## src/shared/adc_ctrl_pkg.sv

```systemverilog
package adc_ctrl_pkg;
  localparam int RES_W        = 10;
  localparam int CMP_W        = 8;
  localparam int NIB_W        = 4;
  localparam int CTRL_W       = 4;
  localparam int CTRL_MODE    = 3;
  localparam int SEL_W        = 2;
  localparam int CONV_CYCLES  = 62;
  localparam int CMP_CYCLES   = 8;
  localparam int MC_DIV       = 1;
  localparam logic [CTRL_W-1:0] CTRL_RESET = 4'h0;
  localparam logic [RES_W-1:0]  RES_CLEAR  = 10'h000;
  localparam logic [CMP_W-1:0]  CMP_RESET  = 8'h00;
  localparam logic [7:0]        CNT_ZERO   = 8'h00;

  typedef enum logic [1:0] {
    ST_IDLE = 2'b00,
    ST_CONV = 2'b01,
    ST_CMP  = 2'b10
  } adc_state_t;

  typedef struct packed {
    logic start_conversion_op;
    logic load_compare_value_op;
    logic move_result_high_op;
    logic move_result_low_op;
    logic skip_if_done_op;
    logic ctrl_write;
    logic ctrl_read;
    logic irq_taken;
  } op_t;

  typedef struct packed {
    logic [NIB_W-1:0] acc_a;
    logic [NIB_W-1:0] acc_b;
  } acc_t;
endpackage : adc_ctrl_pkg

```

## src/rtl/mcycle_tick.sv

```systemverilog
`timescale 1ns/1ps
module mcycle_tick
  import adc_ctrl_pkg::*;
#(
  parameter int DIV = MC_DIV
) (
  input  wire logic clk,
  input  wire logic rst_n,
  input  wire logic restart,
  output logic      tick
);
  logic [7:0] cnt;
  logic [7:0] next_cnt;
  logic       next_tick;

  always_comb begin
    next_cnt  = cnt;
    next_tick = 1'b0;
    if (restart) begin
      next_cnt = CNT_ZERO;
    end else if (cnt == 8'(DIV - 1)) begin
      next_cnt  = CNT_ZERO;
      next_tick = 1'b1;
    end else begin
      next_cnt = cnt + 8'h01;
    end
  end

  always_ff @(posedge clk) begin
    if (!rst_n) begin
      cnt  <= CNT_ZERO;
      tick <= 1'b0;
    end else begin
      cnt  <= next_cnt;
      tick <= next_tick;
    end
  end
endmodule : mcycle_tick

```

## src/rtl/in_sync.sv

```systemverilog
`timescale 1ns/1ps
module in_sync (
  input  wire logic clk,
  input  wire logic rst_n,
  input  wire logic d,
  output logic      q
);
  logic meta;

  // First stage is read only by the second
  always_ff @(posedge clk) begin
    if (!rst_n) begin
      meta <= 1'b0;
      q    <= 1'b0;
    end else begin
      meta <= d;
      q    <= meta;
    end
  end
endmodule : in_sync

```

## src/rtl/sar_adc_and_comparator_ctrl.sv

```systemverilog
// Decided for this implementation: the plain strobed port and the register addresses.
`timescale 1ns/1ps
// Behaviour
// - Start op runs selected mode, stores result
// - Conversion start clears result, then sets MSB for first trial
// - Trial bit set, kept if DAC below
// - Trials go MSB to LSB, ten total
// - Conversion finishes after 62 machine cycles
// - Completion sets done flag, and request when interrupt chosen
// - Mode bit one selects comparator mode
// - Compare value loaded from B high, A low
// - Compare value separate, kept across modes
// - Compare value access only in comparator mode
// - Comparator mode DAC code is compare value
// - Comparison lasts 8 cycles, flag if below
// - Flag cleared by interrupt or taken skip
// - Irq control selects interrupt or skip
// - Move-low puts two LSBs atop A
// - Move-high puts eight MSBs in A,B
// - Analog pins keep port output function
// - Low bits select input, bit2 spare
// - Mode bit zero selects conversion mode
module sar_adc_and_comparator_ctrl
  import adc_ctrl_pkg::*;
#(
  parameter int CONV_MC = CONV_CYCLES,
  parameter int CMP_MC  = CMP_CYCLES
) (
  input  wire logic               clk,
  input  wire logic               rst_n,
  input  wire op_t                op,
  input  wire acc_t               acc_in,
  input  wire logic [CTRL_W-1:0]  ctrl_wdata,
  input  wire logic               skip_mode_sel,
  input  wire logic               comparator_out,
  output logic [CTRL_W-1:0]       ctrl_rdata,
  output acc_t                    acc_out,
  output logic                    acc_out_valid,
  output logic [RES_W-1:0]        dac_code,
  output logic [SEL_W-1:0]        analog_input_sel,
  output logic                    conversion_done_flag,
  output logic                    adc_irq_req,
  output logic                    skip_taken,
  output logic                    busy
);
  localparam logic [7:0] CONV_LAST = 8'(CONV_MC - 1);
  localparam logic [7:0] CMP_LAST  = 8'(CMP_MC - 1);
  localparam logic [7:0] TRIAL_MC  = 8'(CONV_MC / RES_W);
  localparam int         LOW_W     = RES_W - CMP_W;
  // Index left after the last trial; no bit is tried past it
  localparam logic [3:0] BIT_NONE  = 4'hF;

  adc_state_t         state;
  adc_state_t         next_state;
  logic [CTRL_W-1:0]  converter_control_reg;
  logic [CTRL_W-1:0]  next_ctrl;
  logic [RES_W-1:0]   result;
  logic [RES_W-1:0]   next_result;
  logic [CMP_W-1:0]   compare_value;
  logic [CMP_W-1:0]   next_compare_value;
  logic [7:0]         mc_cnt;
  logic [7:0]         next_mc_cnt;
  logic [3:0]         bit_idx;
  logic [3:0]         next_bit_idx;
  logic [7:0]         trial_cnt;
  logic [7:0]         next_trial_cnt;
  logic               next_flag;
  logic               next_skip;
  acc_t               next_acc_out;
  logic               next_acc_valid;
  logic [CTRL_W-1:0]  next_ctrl_rdata;
  logic               dac_below;
  logic               tick;
  logic               cmp_mode;
  logic               set_flag;

  // Comparator output is asynchronous to clk
  in_sync u_sync (
    .clk   (clk),
    .rst_n (rst_n),
    .d     (comparator_out),
    .q     (dac_below)
  );

  // A start refused while busy must not stretch the running count
  mcycle_tick #(.DIV(MC_DIV)) u_tick (
    .clk     (clk),
    .rst_n   (rst_n),
    .restart (op.start_conversion_op & ~busy),
    .tick    (tick)
  );

  assign cmp_mode         = converter_control_reg[CTRL_MODE];
  assign analog_input_sel = converter_control_reg[SEL_W-1:0];
  assign busy             = (state != ST_IDLE);
  // Flag raises request only when interrupt servicing chosen
  assign adc_irq_req      = conversion_done_flag & ~skip_mode_sel;

  // DAC follows the trial register or the compare value
  always_comb begin
    if (cmp_mode) begin
      dac_code = {compare_value, {LOW_W{1'b0}}};
    end else begin
      dac_code = result;
    end
  end

  // Accumulator pair from an 8-bit value, high nibble into B
  function automatic acc_t to_acc(input logic [CMP_W-1:0] v);
    acc_t a;
    a.acc_b = v[CMP_W-1:NIB_W];
    a.acc_a = v[NIB_W-1:0];
    return a;
  endfunction : to_acc

  // One trial step: keep or drop the tried bit, then try the next lower
  function automatic logic [RES_W-1:0] trial_step(
    input logic [RES_W-1:0] r,
    input logic [3:0]       idx,
    input logic             keep
  );
    logic [RES_W-1:0] n;
    n      = r;
    n[idx] = keep;
    if (idx != 4'h0) begin
      n[idx - 4'h1] = 1'b1;
    end
    return n;
  endfunction : trial_step

  // Compares a cycle counter with its last value
  function automatic logic count_done(
    input logic [7:0] cnt,
    input logic [7:0] last
  );
    return cnt == last;
  endfunction : count_done

  // Control register and its read-back copy
  always_comb begin
    next_ctrl       = converter_control_reg;
    next_ctrl_rdata = ctrl_rdata;
    // Mode change while busy is the software's fault; not guarded
    if (op.ctrl_write) begin
      next_ctrl = ctrl_wdata;
    end
    // Read-back is registered, so it stands until the next read
    if (op.ctrl_read) begin
      next_ctrl_rdata = converter_control_reg;
    end
  end

  always_ff @(posedge clk) begin
    if (!rst_n) begin
      converter_control_reg <= CTRL_RESET;
      ctrl_rdata            <= CTRL_RESET;
    end else begin
      converter_control_reg <= next_ctrl;
      ctrl_rdata            <= next_ctrl_rdata;
    end
  end

  // Compare value and accumulator transfers
  always_comb begin
    next_compare_value = compare_value;
    next_acc_out       = acc_out;
    next_acc_valid     = 1'b0;
    // A stray load in conversion mode cannot move the reference
    if (op.load_compare_value_op && cmp_mode) begin
      next_compare_value = {acc_in.acc_b, acc_in.acc_a};
    end
    // Moved values stand until the next move; valid marks one cycle
    if (op.move_result_high_op) begin
      if (cmp_mode) begin
        next_acc_out = to_acc(compare_value);
      end else begin
        next_acc_out = to_acc(result[RES_W-1 -: CMP_W]);
      end
      next_acc_valid = 1'b1;
    end
    if (op.move_result_low_op) begin
      next_acc_out.acc_a = {result[LOW_W-1:0], {(NIB_W-LOW_W){1'b0}}};
      next_acc_out.acc_b = acc_in.acc_b;
      next_acc_valid     = 1'b1;
    end
  end

  always_ff @(posedge clk) begin
    if (!rst_n) begin
      compare_value <= CMP_RESET;
      acc_out       <= '0;
      acc_out_valid <= 1'b0;
    end else begin
      compare_value <= next_compare_value;
      acc_out       <= next_acc_out;
      acc_out_valid <= next_acc_valid;
    end
  end

  // Completion flag; a completion beats a clear in the same cycle
  always_comb begin
    next_flag = conversion_done_flag;
    next_skip = 1'b0;
    // Interrupt acceptance only clears when interrupt servicing is chosen
    if (op.irq_taken && !skip_mode_sel) begin
      next_flag = 1'b0;
    end
    if (op.skip_if_done_op && conversion_done_flag) begin
      next_flag = 1'b0;
      next_skip = 1'b1;
    end
    if (set_flag) begin
      next_flag = 1'b1;
    end
  end

  always_ff @(posedge clk) begin
    if (!rst_n) begin
      conversion_done_flag <= 1'b0;
      skip_taken           <= 1'b0;
    end else begin
      conversion_done_flag <= next_flag;
      skip_taken           <= next_skip;
    end
  end

  // Sequencer, trial register and machine-cycle counters
  always_comb begin
    next_state     = state;
    next_result    = result;
    next_mc_cnt    = mc_cnt;
    next_bit_idx   = bit_idx;
    next_trial_cnt = trial_cnt;
    set_flag       = 1'b0;
    case (state)
      ST_IDLE: begin
        // A start while busy lands outside this state and is dropped
        if (op.start_conversion_op) begin
          next_mc_cnt    = CNT_ZERO;
          next_trial_cnt = CNT_ZERO;
          if (cmp_mode) begin
            next_state = ST_CMP;
          end else begin
            next_state   = ST_CONV;
            next_bit_idx = 4'(RES_W - 1);
            next_result  = RES_CLEAR;
            next_result[RES_W-1] = 1'b1;
          end
        end
      end
      ST_CONV: begin
        if (tick) begin
          next_mc_cnt    = mc_cnt + 8'h01;
          next_trial_cnt = trial_cnt + 8'h01;
          // Late trial cycles let the synchronised comparator settle
          if (count_done(trial_cnt, TRIAL_MC - 8'h01)
              && bit_idx != BIT_NONE) begin
            next_trial_cnt = CNT_ZERO;
            next_result    = trial_step(result, bit_idx, dac_below);
            next_bit_idx   = bit_idx - 4'h1;
          end
          if (count_done(mc_cnt, CONV_LAST)) begin
            next_state = ST_IDLE;
            set_flag   = 1'b1;
          end
        end
      end
      ST_CMP: begin
        if (tick) begin
          next_mc_cnt = mc_cnt + 8'h01;
          if (count_done(mc_cnt, CMP_LAST)) begin
            next_state = ST_IDLE;
            // Input below reference drives comparator low
            if (dac_below == 1'b0) begin
              set_flag = 1'b1;
            end
          end
        end
      end
      default: begin
        next_state = ST_IDLE;
      end
    endcase
  end

  always_ff @(posedge clk) begin
    if (!rst_n) begin
      state     <= ST_IDLE;
      result    <= RES_CLEAR;
      mc_cnt    <= CNT_ZERO;
      bit_idx   <= 4'h0;
      trial_cnt <= CNT_ZERO;
    end else begin
      state     <= next_state;
      result    <= next_result;
      mc_cnt    <= next_mc_cnt;
      bit_idx   <= next_bit_idx;
      trial_cnt <= next_trial_cnt;
    end
  end
  // Analog pins stay ports; the port block drives them high
endmodule : sar_adc_and_comparator_ctrl

```

## config.mk

```make
export PLATFORM = sky130hd
export DESIGN_NAME = sar_adc_and_comparator_ctrl
export DESIGN_NICKNAME = d
export VERILOG_FILES = /design/src/shared/adc_ctrl_pkg.sv /design/src/rtl/mcycle_tick.sv /design/src/rtl/in_sync.sv /design/src/rtl/sar_adc_and_comparator_ctrl.sv
export SDC_FILE = /design/constraint.sdc
export NUM_CORES = 1
export LEC_CHECK = 0
export ABC_AREA = 1
export BUFFER_PORTS_ARGS = -buffer_cell sky130_fd_sc_hd__buf_2
export CORE_UTILIZATION = 45
export CTS_BUF_LIST = sky130_fd_sc_hd__clkbuf_4
export DETAILED_ROUTE_END_ITERATION = 12
export HOLD_SLACK_MARGIN = 0.05
export PLACE_DENSITY_LB_ADDON = 0.12
export SYNTH_ARGS = -nofsm -noshare
export SYNTH_HDL_FRONTEND = slang
export SYNTH_SLANG_ARGS = --single-unit
```

## constraint.sdc

```tcl
create_clock -name clk -period 3.2 [get_ports clk]
set_input_delay 0.16 -clock clk [delete_from_list [all_inputs] [get_ports clk]]
set_output_delay 0.16 -clock clk [all_outputs]
set_load 0.05 [all_outputs]
```

==> impl_metrics.sql <==
INSERT INTO impl_metrics (metric_group, metric, value, unit) VALUES
('synthesis', 'yosys_register_bits', '70', ''),
('timing', 'report.final.slew_viol_count', '0', ''),
('timing', 'fin_tns_setup', '0', 'ns'),
('cells_and_area', 'num_antenna_cells', '0', ''),
('cells_and_area', 'largest_reg_flops', '10', ''),
('timing', 'rsz_0062_raised_after_global_routing', 'false', ''),
('place', 'placement.io_buffers', '52', ''),
('place', 'place_congestion', '0.830', ''),
('worst_setup_path', 'timing.critical_path.slowest_stage_cell', 'nor3_4', ''),
('synthesis', 'synth_top_area_share', '39.7', '%'),
('drt', 'drt-pass1-iter-count', '4', ''),
('floorplan', 'floorplan.initialDensity', '47.7', '%'),
('cells_and_area', 'layout-drive-gt1-share', '12.9', '%'),
('floorplan', 'die_width', '90.6', 'um'),
('drt', 'post_drt_via_cell_ratio', '4.82', ''),
('power_and_ir_drop', 'powerDensity', '472', 'mW/mm^2'),
('timing', 'setup_violations', '0', ''),
('timing', 'final_period_demand_of_the_worst_path', '1.97', 'ns'),
('clocking', 'cts_tree', 'done', ''),
('global_routing', 'grt_pass1_vias', '3017', ''),
('drt', 'detail_route.wirelength', '8.19', 'mm'),
('hold_path', 'holdCritPathClass', 'input pin to flip-flop', ''),
('worst_setup_path', 'critical_path.top_delay_family', 'simple AND/OR/NAND/NOR gates', ''),
('floorplan', 'row_count', '31', ''),
('floorplan', 'io-pin-count', '53', ''),
('clocking', 'clock_tree.buffer_depth', '2', ''),
('drt', 'num_vias', '3358', ''),
('clocking', 'cts_resized', '0', ''),
('run', 'cap_viol_max_count', '0', ''),
('global_routing', 'grt_antenna_before_repair', '0', ''),
('global_routing', 'grt_first_pass_wirelength', '13.9', 'mm'),
('global_routing', 'global_route.usage.total', '20.8', '%'),
('drt', 'drt_iter0_markers', '157', ''),
('clocking', 'cts_inserted_buffers', '9', ''),
('power_and_ir_drop', 'peakVddDrop', '0.369', 'mV'),
('cells_and_area', 'layout_overhead_on_the_synthesized_area', '18.9', '%'),
('timing', 'finalHoldViolCount', '0', ''),
('drt', 'drt-wirelength-per-cell', '11.8', 'um'),
('worst_setup_path', 'crit_arrival', '2.31', 'ns'),
('synthesis', 'sequential_element_share_of_the_synthesized_area', '39.7', '%'),
('worst_setup_path', 'timing.critical_path.mode_cell', 'nand2_1', ''),
('synthesis', 'ys.warnings.count', '0', ''),
('cells_and_area', 'final_net_count', '630', ''),
('worst_setup_path', 'setup.worst_path.end_class', 'flip-flop', ''),
('worst_setup_path', 'cpPeakStageDelay', '0.46', 'ns'),
('power_and_ir_drop', 'total_power', '1.98', 'mW'),
('timing', 'worst_slew_margin_rel', '60.7', '%'),
('timing', 'clock-skew-final', '0.0209', 'ns'),
('synthesis', 'synth.cell_area', '0.00353', 'sq mm'),
('worst_setup_path', 'cp_num_buf_inv', '2', ''),
('synthesis', 'synth_largest_area_cell', 'dfxtp_1', ''),
('synthesis', 'synth_area_per_cell', '6.76', 'sq um'),
('clocking', 'cts.clk_slew.worst_paths', '0.12', 'ns'),
('floorplan', 'coreArea', '0.00741', 'sq mm'),
('floorplan', 'floorplan.die_area', '0.00820', 'sq mm'),
('power_and_ir_drop', 'p_leak', '1.92', 'nW'),
('worst_setup_path', 'cp_cell_sequence', 'inv_1, ha_1, inv_2, nand2_1, nand2_2, nor2_8, nand2_4, nor3_4, nand2_1, a21oi_2', ''),
('worst_setup_path', 'cp-start-kind', 'flip-flop', ''),
('global_routing', 'maximum_number_of_pins_on_one_net_before_global_route_repair', '26', ''),
('timing', 'post_route_fraction_of_the_period_consumed_by_the_critical_path', '61.4', '%'),
('global_routing', 'grt_residual_overflow', '0', ''),
('clocking', 'cts_htree_levels', '3', ''),
('worst_setup_path', 'crit-reg2reg-launch', 'state[1]', ''),
('timing', 'max_frequency', '509', 'MHz'),
('synthesis', 'ys_top_cells_by_area', 'dfxtp_1 (40%), nand2_1 (14%), inv_1 (7.8%)', ''),
('worst_setup_path', 'crit_start', 'state[1]', ''),
('worst_setup_path', 'critPathRequiredTime', '3.55', 'ns'),
('synthesis', 'post_synth_num_cell_types', '34', ''),
('worst_setup_path', 'worst-setup-path-type', 'flip-flop to flip-flop', ''),
('clocking', 'hold_bufs_inserted_after_cts', '18', ''),
('outcome', 'outcome', 'completed', '');
worst min-delay path, stage by stage:
cell and delay [ns]:
buf_2 0.09, o211ai_1 0.09, a21oi_1 0.14
layer usage:
metal  share of wire (%)  global-route usage (%)  up-vias
li1                    -                       -     1802
met1                  50                    28.3     1482
met2                  45                    33.0       64
met3                 3.8                    3.79       10
met4                 1.3                    6.85        0
met5                   0                       0        -
cells by family after synthesis:
kind of cell,Yosys count,share of synthesized area (%)
AO/OA/AOI/OAI,90,13.5
XOR/XNOR,4,0.992
adder cells (fa/ha/maj),14,4.96
buffers and inverters,90,10.1
flip-flops,70,39.7
AND/OR/NAND/NOR,254,30.8
power breakdown:
group / total [mW] / switching (mW) / internal [mW]
Sequential: 0.940 / 0.0293 / 0.911
Combinational: 0.405 / 0.280 / 0.125
Clock: 0.636 / 0.324 / 0.312
Total: 1.98 / 0.633 / 1.35
worst paths after layout:
path / to / slack, ns / depth (start not counted)
worst max-delay path: bit_idx[2] / 1.23 / 10
worst min-delay path: conversion_done_flag / 0.10 / 3
worst max register to register: bit_idx[2] / 1.23 / 10
worst min register to register: u_sync.q / 0.42 / 2
Yosys cell counts:
cell type    n
nor2_1      67
a211oi_1     2
nand2_4      1
nand3_1     30
buf_2        2
nand4_1      6
nor2_8       1
nor3_1       9
buf_4        2
clkbuf_1     8
xnor2_1      2
o21bai_1     2
xor2_1       2
nor3_4       1
o21ai_1      1
nor2_4       1
nand3b_1     1
a31oi_1      7
and3_1       1
o211ai_1     1
or2_2        1
buf_6        1
o21ai_0     44
inv_2        3
clkinv_1     1
ha_1        14
nor3b_1      3
a21oi_1     32
dfxtp_1     70
inv_1       73
nand2_1    129
a21oi_2      1
nor4_1       2
nand2_2      1
through the flow:
stage	utilization, %	setup WS [ns]	hold WS, ns	std cells	instance area, sq um
final	56.7	1.23	0.101	696	4200
after CTS	56.7	1.22	0.0892	696	4200
after global placement	52.2	1.32	0.382	662	3860
after global routing	56.7	1.05	0.102	696	4200
after floorplan	-	1.23	0.253	522	3530
after detailed placement	52.2	1.25	0.384	662	3860
final cells by class:
cell class	instances	area, sq um	share of cell area (%)
clock inverter	7	87.6	2.09
tap	99	124	2.95
timing repair buffer	72	455	10.8
sequential	70	1400	33.4
multi-input combinational	362	1770	42.3
inverter	77	289	6.88
clock buffer	9	67.6	1.61
layout by cell type, fill, tap and decap left out, types with 2 or more instances in the layout:
cell type and instances:
xnor2_1 2, ha_1 14, nor3b_1 3, nor4_1 2, a21oi_1 32, o21ai_0 44
clkbuf_4 9, dfxtp_1 70, xor2_1 2, nand2_1 129, a211oi_1 2, o21bai_1 2
nor2_1 67, buf_4 2, nand4_1 6, dlygate4sd3_1 18, nor3_1 9, bufinv_16 2
inv_2 3, inv_1 73, clkinv_1 4, nand3_1 30, a31oi_1 7, buf_2 52
Power figures use the tool's default switching activity.
